`src/rtl/i2cf_params.svh`:
```
`ifndef I2CF_PARAMS_SVH
`define I2CF_PARAMS_SVH
// Contract
// - filter both lines: 00 off, 01/10/11 reject 1/2/4 tick spikes
// - writing 1 to force stop drives a stop condition; bit resets to 0
// - own address low, bits 6:0, reset 0x55, is the 7-bit address
// - 10-bit mode puts extension bits 9:7 above the low address field
// - after stretch release wait setup value minus one i2c ticks

// register byte offsets
`define I2CF_OFS_CTRL    8'h00
`define I2CF_OFS_SCTRL   8'h04
`define I2CF_OFS_STAT    8'h08
// control register fields
`define I2CF_MODE10_BIT  0
`define I2CF_FILT_LSB    13
`define I2CF_FSTOP_BIT   15
// slave control register fields
`define I2CF_SA_LSB      0
`define I2CF_EXT_LSB     7
`define I2CF_SETUP_LSB   16
// reset values
`define I2CF_SA_RST      7'h55
`define I2CF_SETUP_RST   16'h000F
// ten-bit header prefix of the first address byte
`define I2CF_HDR10       5'h1E
// system clocks per i2c functional clock tick (250 MHz / 16)
`define I2CF_I2C_DIV     16
`endif

```
`src/rtl/i2cf_pkg.sv`:
```
package i2cf_pkg;
  typedef struct packed {
    logic       force_stop;
    logic [1:0] filt_sel;
    logic       mode10;
  } i2cf_ctrl_t;

  typedef struct packed {
    logic [15:0] setup;
    logic [2:0]  ext;
    logic [6:0]  addr;
  } i2cf_scfg_t;

  typedef struct packed {
    logic scl;
    logic sda;
  } i2cf_lines_t;

  typedef enum logic [2:0] {
    SLV_IDLE, SLV_ADDR1, SLV_ADDR2, SLV_ACK, SLV_STRETCH, SLV_SETUP
  } i2cf_slv_st_t;

  typedef enum logic [2:0] {
    STP_IDLE, STP_SCL_LOW, STP_SDA_LOW, STP_SCL_REL, STP_SDA_REL
  } i2cf_stop_st_t;
endpackage

```
`src/rtl/i2cf_spike_filter.sv`:
```
`timescale 1ns/10ps
`default_nettype none
module i2cf_spike_filter (
  input  wire logic       clk_i,
  input  wire logic       rst_n_i,
  input  wire logic       tick_i,
  input  wire logic [1:0] sel_i,
  input  wire logic       raw_i,
  output logic            filt_o
);
  import i2cf_pkg::*;

  logic [2:0] cnt_q, cnt_d;
  logic       filt_q, filt_d;
  logic [2:0] lim;

  // a change is accepted once it has outlasted the spike width in ticks
  always_comb begin
    unique case (sel_i)
      2'b00: lim = 3'h0;
      2'b01: lim = 3'h1;
      2'b10: lim = 3'h2;
      2'b11: lim = 3'h4;
    endcase
    cnt_d  = cnt_q;
    filt_d = filt_q;
    if (sel_i == 2'b00) begin
      filt_d = raw_i; // no filter inserted
      cnt_d  = 3'h0;
    end else if (raw_i == filt_q) begin
      cnt_d = 3'h0;
    end else if (tick_i) begin
      if (cnt_q >= lim) begin
        filt_d = raw_i;
        cnt_d  = 3'h0;
      end else begin
        cnt_d = cnt_q + 3'h1;
      end
    end
  end

  // idle bus level is high
  always_ff @(posedge clk_i) begin
    if (!rst_n_i) begin
      cnt_q  <= 3'h0;
      filt_q <= 1'b1;
    end else begin
      cnt_q  <= cnt_d;
      filt_q <= filt_d;
    end
  end

  assign filt_o = filt_q;
endmodule // i2cf_spike_filter
`default_nettype wire

```
`src/rtl/i2cf_top.sv`:
```
`timescale 1ns/10ps
`default_nettype none
`include "i2cf_params.svh"
module i2cf_top #(
  parameter int unsigned I2C_DIV = `I2CF_I2C_DIV
) (
  input  wire logic               clk_i,
  input  wire logic               rst_n_i,
  input  wire logic               psel_i,
  input  wire logic               penable_i,
  input  wire logic               pwrite_i,
  input  wire logic [7:0]         paddr_i,
  input  wire logic [31:0]        pwdata_i,
  output logic [31:0]             prdata_o,
  output logic                    pready_o,
  output logic                    pslverr_o,
  input  wire logic               scl_i,
  output logic                    scl_o,
  output logic                    scl_oe_o,
  input  wire logic               sda_i,
  output logic                    sda_o,
  output logic                    sda_oe_o,
  input  wire logic               engine_ready_i,
  output i2cf_pkg::i2cf_lines_t   lines_filt_o,
  output logic                    addr_match_o,
  output logic                    data_go_o
);
  import i2cf_pkg::*;

  i2cf_ctrl_t    ctrl_q, ctrl_d;
  i2cf_scfg_t    scfg_q, scfg_d;
  logic [31:0]   prdata_q, prdata_d;
  logic          pready_q, pready_d, pslverr_q, pslverr_d;
  logic          fs_start;
  logic [7:0]    div_q, div_d;
  logic          tick;
  i2cf_lines_t   sync1_q, sync2_q, filt, prev_q;
  logic          scl_rise, scl_fall, start_det, stop_det;
  i2cf_slv_st_t  slv_q, slv_d;
  logic [7:0]    shift_q, shift_d;
  logic [3:0]    bits_q, bits_d;
  logic          hdr_q, hdr_d;
  logic [15:0]   setup_q, setup_d;
  logic          match_q, match_d, go_q, go_d;
  i2cf_stop_st_t stp_q, stp_d;
  logic          scl_oe_q, scl_oe_d, sda_oe_q, sda_oe_d;

  // apb decode: answer one cycle after setup, unmapped gives pslverr
  always_comb begin
    ctrl_d    = ctrl_q;
    scfg_d    = scfg_q;
    fs_start  = 1'b0;
    pready_d  = psel_i & ~penable_i;
    pslverr_d = 1'b0;
    prdata_d  = 32'h0000_0000;
    if (psel_i && !penable_i && !pwrite_i) begin
      unique case (paddr_i)
        `I2CF_OFS_CTRL: begin
          prdata_d[`I2CF_MODE10_BIT] = ctrl_q.mode10;
          prdata_d[`I2CF_FILT_LSB+:2] = ctrl_q.filt_sel;
          prdata_d[`I2CF_FSTOP_BIT] = ctrl_q.force_stop;
        end
        `I2CF_OFS_SCTRL: begin
          prdata_d[`I2CF_SA_LSB+:7] = scfg_q.addr;
          prdata_d[`I2CF_EXT_LSB+:3] = scfg_q.ext;
          prdata_d[`I2CF_SETUP_LSB+:16] = scfg_q.setup;
        end
        `I2CF_OFS_STAT: begin
          prdata_d[0] = filt.sda;
          prdata_d[1] = filt.scl;
          prdata_d[2] = (stp_q != STP_IDLE);
          prdata_d[3] = (slv_q != SLV_IDLE);
          prdata_d[4] = (slv_q == SLV_STRETCH);
        end
        default: pslverr_d = 1'b1;
      endcase
    end else if (psel_i && !penable_i) begin
      if (paddr_i != `I2CF_OFS_CTRL && paddr_i != `I2CF_OFS_SCTRL &&
          paddr_i != `I2CF_OFS_STAT) begin
        pslverr_d = 1'b1;
      end
    end
    // writes land at the completing access edge
    if (psel_i && penable_i && pready_q && pwrite_i) begin
      if (paddr_i == `I2CF_OFS_CTRL) begin
        ctrl_d.mode10 = pwdata_i[`I2CF_MODE10_BIT];
        ctrl_d.filt_sel = pwdata_i[`I2CF_FILT_LSB+:2];
        ctrl_d.force_stop = pwdata_i[`I2CF_FSTOP_BIT];
        fs_start = pwdata_i[`I2CF_FSTOP_BIT] & (stp_q == STP_IDLE);
      end else if (paddr_i == `I2CF_OFS_SCTRL) begin
        scfg_d.addr = pwdata_i[`I2CF_SA_LSB+:7];
        scfg_d.ext = pwdata_i[`I2CF_EXT_LSB+:3];
        scfg_d.setup = pwdata_i[`I2CF_SETUP_LSB+:16];
      end
    end
  end

  // register file and bus answer flops
  always_ff @(posedge clk_i) begin
    if (!rst_n_i) begin
      ctrl_q    <= '0; // force stop resets to 0
      scfg_q    <= {`I2CF_SETUP_RST, 3'h0, `I2CF_SA_RST};
      prdata_q  <= 32'h0000_0000;
      pready_q  <= 1'b0;
      pslverr_q <= 1'b0;
    end else begin
      ctrl_q    <= ctrl_d;
      scfg_q    <= scfg_d;
      prdata_q  <= prdata_d;
      pready_q  <= pready_d;
      pslverr_q <= pslverr_d;
    end
  end

  // i2c functional clock tick divider
  always_comb begin
    tick  = (div_q == 8'(I2C_DIV - 1));
    div_d = tick ? 8'h00 : div_q + 8'h01;
  end

  // pin synchronisers and edge history
  always_ff @(posedge clk_i) begin
    if (!rst_n_i) begin
      div_q   <= 8'h00;
      sync1_q <= '1;
      sync2_q <= '1;
      prev_q  <= '1;
    end else begin
      div_q   <= div_d;
      sync1_q <= {scl_i, sda_i};
      sync2_q <= sync1_q;
      prev_q  <= filt;
    end
  end

  // one spike filter per bus line
  for (genvar g = 0; g < 2; g++) begin : g_filt
    i2cf_spike_filter u_filt (
      .clk_i   (clk_i),
      .rst_n_i (rst_n_i),
      .tick_i  (tick),
      .sel_i   (ctrl_q.filt_sel),
      .raw_i   (sync2_q[g]),
      .filt_o  (filt[g])
    );
  end

  // bus events seen on the filtered lines
  assign scl_rise  = filt.scl & ~prev_q.scl;
  assign scl_fall  = ~filt.scl & prev_q.scl;
  assign start_det = filt.scl & prev_q.scl & ~filt.sda & prev_q.sda;
  assign stop_det  = filt.scl & prev_q.scl & filt.sda & ~prev_q.sda;

  // slave address match, ack, stretch and data setup
  always_comb begin
    slv_d   = slv_q;
    shift_d = shift_q;
    bits_d  = bits_q;
    hdr_d   = hdr_q;
    setup_d = setup_q;
    match_d = 1'b0;
    go_d    = 1'b0;
    if (stop_det || stp_q != STP_IDLE) begin
      slv_d = SLV_IDLE;
    end else if (start_det) begin
      slv_d  = SLV_ADDR1;
      bits_d = 4'h0;
      hdr_d  = 1'b0;
    end else begin
      unique case (slv_q)
        SLV_IDLE: ;
        SLV_ADDR1, SLV_ADDR2: begin
          if (scl_rise && bits_q < 4'h8) begin
            shift_d = {shift_q[6:0], filt.sda};
            bits_d  = bits_q + 4'h1;
          end else if (scl_fall && bits_q == 4'h8) begin
            slv_d = SLV_IDLE;
            if (slv_q == SLV_ADDR2) begin
              if (shift_q == {scfg_q.ext[0], scfg_q.addr}) begin
                slv_d = SLV_ACK;
              end
            end else if (!ctrl_q.mode10) begin
              if (shift_q[7:1] == scfg_q.addr) begin
                slv_d = SLV_ACK;
              end
            end else if (shift_q[7:3] == `I2CF_HDR10 &&
                         shift_q[2:1] == scfg_q.ext[2:1]) begin
              slv_d = SLV_ACK;
            end
          end
        end
        SLV_ACK: begin
          if (scl_fall) begin
            bits_d = 4'h0;
            if (ctrl_q.mode10 && !hdr_q) begin
              hdr_d = 1'b1;
              slv_d = SLV_ADDR2;
            end else begin
              slv_d   = SLV_STRETCH;
              match_d = 1'b1;
            end
          end
        end
        SLV_STRETCH: begin
          if (engine_ready_i) begin
            slv_d = SLV_SETUP;
            setup_d = (scfg_q.setup == 16'h0000) ? 16'h0000
                                                 : scfg_q.setup - 16'h0001;
          end
        end
        SLV_SETUP: begin
          if (tick) begin
            if (setup_q <= 16'h0001) begin
              slv_d = SLV_IDLE;
              go_d  = 1'b1; // setup elapsed, data may be driven
            end else begin
              setup_d = setup_q - 16'h0001;
            end
          end
        end
      endcase
    end
  end

  // force stop: scl low, sda low, release scl, then release sda
  always_comb begin
    stp_d = stp_q;
    unique case (stp_q)
      STP_IDLE:    if (fs_start) stp_d = STP_SCL_LOW;
      STP_SCL_LOW: if (tick) stp_d = STP_SDA_LOW;
      STP_SDA_LOW: if (tick) stp_d = STP_SCL_REL;
      STP_SCL_REL: if (tick && filt.scl) stp_d = STP_SDA_REL;
      STP_SDA_REL: if (tick) stp_d = STP_IDLE; // sda rises with scl high
    endcase
    scl_oe_d = (stp_d == STP_SCL_LOW) || (stp_d == STP_SDA_LOW) ||
               (slv_d == SLV_STRETCH);
    sda_oe_d = (stp_d == STP_SDA_LOW) || (stp_d == STP_SCL_REL) ||
               (slv_d == SLV_ACK);
  end

  // bus side state flops
  always_ff @(posedge clk_i) begin
    if (!rst_n_i) begin
      slv_q    <= SLV_IDLE;
      shift_q  <= 8'h00;
      bits_q   <= 4'h0;
      hdr_q    <= 1'b0;
      setup_q  <= 16'h0000;
      match_q  <= 1'b0;
      go_q     <= 1'b0;
      stp_q    <= STP_IDLE;
      scl_oe_q <= 1'b0;
      sda_oe_q <= 1'b0;
    end else begin
      slv_q    <= slv_d;
      shift_q  <= shift_d;
      bits_q   <= bits_d;
      hdr_q    <= hdr_d;
      setup_q  <= setup_d;
      match_q  <= match_d;
      go_q     <= go_d;
      stp_q    <= stp_d;
      scl_oe_q <= scl_oe_d;
      sda_oe_q <= sda_oe_d;
    end
  end

  // outputs, open drain pads only ever pull low
  assign prdata_o     = prdata_q;
  assign pready_o     = pready_q;
  assign pslverr_o    = pslverr_q;
  assign scl_o        = 1'b0;
  assign sda_o        = 1'b0;
  assign scl_oe_o     = scl_oe_q;
  assign sda_oe_o     = sda_oe_q;
  assign lines_filt_o = filt;
  assign addr_match_o = match_q;
  assign data_go_o    = go_q;
endmodule // i2cf_top
`default_nettype wire

```
`config.mk`:
```
export PLATFORM = sky130hd
export DESIGN_NAME = i2cf_top
export DESIGN_NICKNAME = d
export VERILOG_FILES = /design/src/rtl/i2cf_pkg.sv /design/src/rtl/i2cf_spike_filter.sv /design/src/rtl/i2cf_top.sv
export VERILOG_INCLUDE_DIRS = /design/src /design/src/rtl
export SDC_FILE = /design/constraint.sdc
export NUM_CORES = 1
export LEC_CHECK = 0
export BUFFER_PORTS_ARGS = -buffer_cell sky130_fd_sc_hd__buf_2
export CAP_MARGIN = 20
export CORE_MARGIN = 4
export CORE_UTILIZATION = 45
export DETAILED_ROUTE_END_ITERATION = 16
export MAX_ROUTING_LAYER = met4
export PLACE_DENSITY = 0.64
export SKIP_LAST_GASP = 1
export SLEW_MARGIN = 20
export SYNTH_ARGS = -nofsm -noshare
export SYNTH_HDL_FRONTEND = slang
export SYNTH_HIERARCHICAL = 1
export SYNTH_SLANG_ARGS = --single-unit
```
`constraint.sdc`:
```
create_clock -name clk_i -period 3.2 [get_ports clk_i]
set_clock_uncertainty 0.15 [all_clocks]
set_input_delay 0.32 -clock clk_i [delete_from_list [all_inputs] [get_ports clk_i]]
set_output_delay 0.32 -clock clk_i [all_outputs]
set_load 0.005 [all_outputs]
```
==> impl_metrics.ini <==
[sta]
rsz0062_at_grt = false
maxSlewViolCount = 0
fin_crit_ns = 2.79
fin_tns_setup_ns = 0
relSlewSlack_pct = 46.8
period_share_pct = 87.1
setup_violations = 0
clock.fmax_mhz = 359
hold_viol_final = 0
tightest_slew_ns = 0.795

[placement]
gp_congestion = 0.852
hpwlAfterDp_mm = 10.1
port_buffers = 81
dp.cells = 906
place_area_um2 = 6370

[grt]
grt.overflow.total = 0
grt_start_max_net_pins = 34
antenna_found_initial = 0
grt.total_usage_pct = 21.0
first_global_vias = 5051
grt_first_pass_wirelength_mm = 24.3

[hold_path]
min_from = pwdata_i[14]
min_to = ctrl_q[2]
hold_class = in -> reg
min_path_cells = 3

[worst_setup_path]
worstSetupEndpointType = flip-flop
critPathMaxFanout = 19
cp-start-kind = flip-flop
worstPathRequired_ns = 3.40
path_class = reg -> reg
r2r_slack_ns = 0.41
r2r-start = setup_q[2]
reg2reg_to = setup_q[2]
arrival_ns = 2.98
reg2reg_depth = 7

[yosys]
synth_largest_area_cell = dfxtp_1
synthesis.area_um2 = 5810
synth_seq_cells = 122
synth-main-ff-cell = dfxtp_1
ys_types = 69
yosys-top-cells-area = dfxtp_1 (42%), nand2_1 (5.6%), xor2_1 (3.9%)
synth_edf_count = 0
netlist_instances = 669
async_reset_ff_share_pct = 0
synth_top_area_share_pct = 42.1
ys_seq_area_share_pct = 42.1
ys.warnings.count = 6
syn_area_per_cell_um2 = 8.68

[floorplanning]
die_y_um = 122
coreArea_um2 = 12600
dieArea_um2 = 14800
initial_core_util_pct = 46.0
placementRows = 41
die_w_um = 122
io_pins = 90

[power]
power_density_nw_per_um2 = 500
vdd_drop_max_uv = 468
p_leak_nw = 2.99

[final_layout]
drive_above_1_share_pct = 20.7
post-route-cell-area_um2 = 7260
fillCellCount = 1137
stdcell_count = 965
n_antenna_cell = 0
area_delta_synth_final_pct = 25.0
finalNetCount = 842

[cts]
cts.htree.levels = 4
cts_tree = yes
cts_root_buf = clkbuf_16
path_clk_slew_ns = 0.06
cts_buffers = 17
clock_latency_ns = 0.42
post_cts_buffers = 0
clock_sinks = 122
ctsResizeCount = 0
cts_buffer_depth = 2
cts_hold_buf = 27

[route]
drt_iter0_drc = 394
first_pass_iters = 5
vias = 5254
finalWirelength_mm = 14.6
routedWlPerCell_um = 15.1
antenna_left = 0
drc = 0
routed_via_density = 5.44

[status]
status = completed

[flow_run]
maxCapViolCount = 0
-- critical path, stage by stage (launching register included) --
cell and delay [ns]:
dfxtp_1 0.36, or4_1 0.71, or2_4 0.34, o311a_1 0.36
o2111ai_2 0.18, buf_4 0.31, o21ai_0 0.14, a21oi_1 0.16
-- where the power goes --
part / total (W) / internal [W] / switching [W] / leakage [nW]
logic: 0.000112 / 0.0000578 / 0.0000540 / 1.71
clock network: 0.00198 / 0.00127 / 0.000711 / 0.296
registers: 0.00154 / 0.00153 / 0.00000756 / 0.985
total: 0.00363 / 0.00286 / 0.000773 / 2.99
-- registers in the layout (all words and copies together), names as in the netlist, 3 cells and up --
name / cells
prdata_o: 29
scfg_q: 26
setup_q: 16
div_q: 8
shift_q: 8
g_filt.u_filt/cnt_q: 6
bits_q: 4
ctrl_q: 4
slv_q: 3
stp_q: 3
-- stage by stage --
step | hold slack, ns | power (W) | util (%) | setup WS, ns
after floorplan | 0.236 | 0.00161 | - | 0.740
after CTS | 0.00177 | 0.00366 | 57.5 | 0.420
after global placement | 0.241 | 0.00165 | 50.5 | 0.518
after detailed placement | 0.254 | 0.00165 | 50.5 | 0.431
final | 0.0176 | 0.00363 | 57.5 | 0.413
after global routing | 0.0260 | 0.00374 | 57.5 | 0.254
-- layout by cell type, fill, tap and decap left out, types with 4 or more instances in the layout --
cell type	count
xor2_1	26
o211ai_2	7
xnor2_1	10
o22ai_1	4
a21oi_1	44
dfxtp_1	122
nand3b_1	6
o21ai_0	21
mux2i_1	17
nor2b_1	9
dlygate4sd3_1	27
inv_1	20
o21ai_2	9
clkbuf_16	17
nand2_1	86
nor4_1	15
ha_1	14
or4_1	7
nand2b_1	18
nor3_1	16
buf_4	13
conb_1	5
o211ai_1	8
buf_2	81
nand4b_1	4
nor2_1	55
and2_1	27
a31oi_1	8
nand3_1	16
-- cell usage after synthesis, types with 4 or more instances --
master / instances
nor2_1: 56
a31oi_1: 8
nand2b_1: 18
o21ai_0: 21
o21ai_2: 9
nor3_1: 17
nand2_1: 86
a21oi_1: 44
dfxtp_1: 122
ha_1: 14
nand3b_1: 6
xor2_1: 26
nand4b_1: 4
nand3_1: 16
xnor2_1: 10
nor2b_1: 9
or4_1: 7
buf_4: 6
inv_1: 20
o211ai_1: 8
clkbuf_1: 21
o211ai_2: 7
and2_1: 27
nor4_1: 15
mux2i_1: 17
o22ai_1: 4
-- cell type report --
| class | instances | area [µm²] | area share [%] |
|---|---|---|---|
| inverter | 21 | 78.8 | 1.09 |
| clock inverter | 13 | 166 | 2.29 |
| sequential | 122 | 2440 | 33.7 |
| timing repair buffer | 121 | 773 | 10.7 |
| tap | 172 | 215 | 2.97 |
| clock buffer | 19 | 453 | 6.24 |
| multi-input combinational | 497 | 3130 | 43.1 |
-- kinds of logic after synthesis --
group	Yosys count	share of synthesized area [%]
xor+xnor	36	5.43
buf+inv	54	4.46
flops	122	42.1
other cells	1	0.0646
simple gates	283	24.9
compound gates	141	17.0
mux	18	3.12
fa+ha+maj	14	3.02
-- layer usage --
| metal | wire length (µm) | up-vias | share of wire [%] | track usage (%) |
|---|---|---|---|---|
| li1 | - | 2562 | - | - |
| met1 | 6600 | 2516 | 45 | 26.3 |
| met2 | 7040 | 154 | 48 | 34.2 |
| met3 | 715 | 22 | 4.9 | 4.32 |
| met4 | 238 | 0 | 1.6 | 6.51 |
| met5 | 0 | - | 0 | - |
-- how the worst max path moves through the flow --
stage	start	end	slack (ns)	cells past startpoint
after detailed placement	setup_q[2]	setup_q[4]	0.43	6
final	setup_q[2]	setup_q[2]	0.41	7
after CTS	setup_q[2]	setup_q[4]	0.42	6
after global routing	setup_q[2]	setup_q[1]	0.25	7
after floorplan	setup_q[2]	setup_q[12]	0.74	8
after global placement	setup_q[2]	setup_q[0]	0.52	7
(Power assumes the default switching activity.)
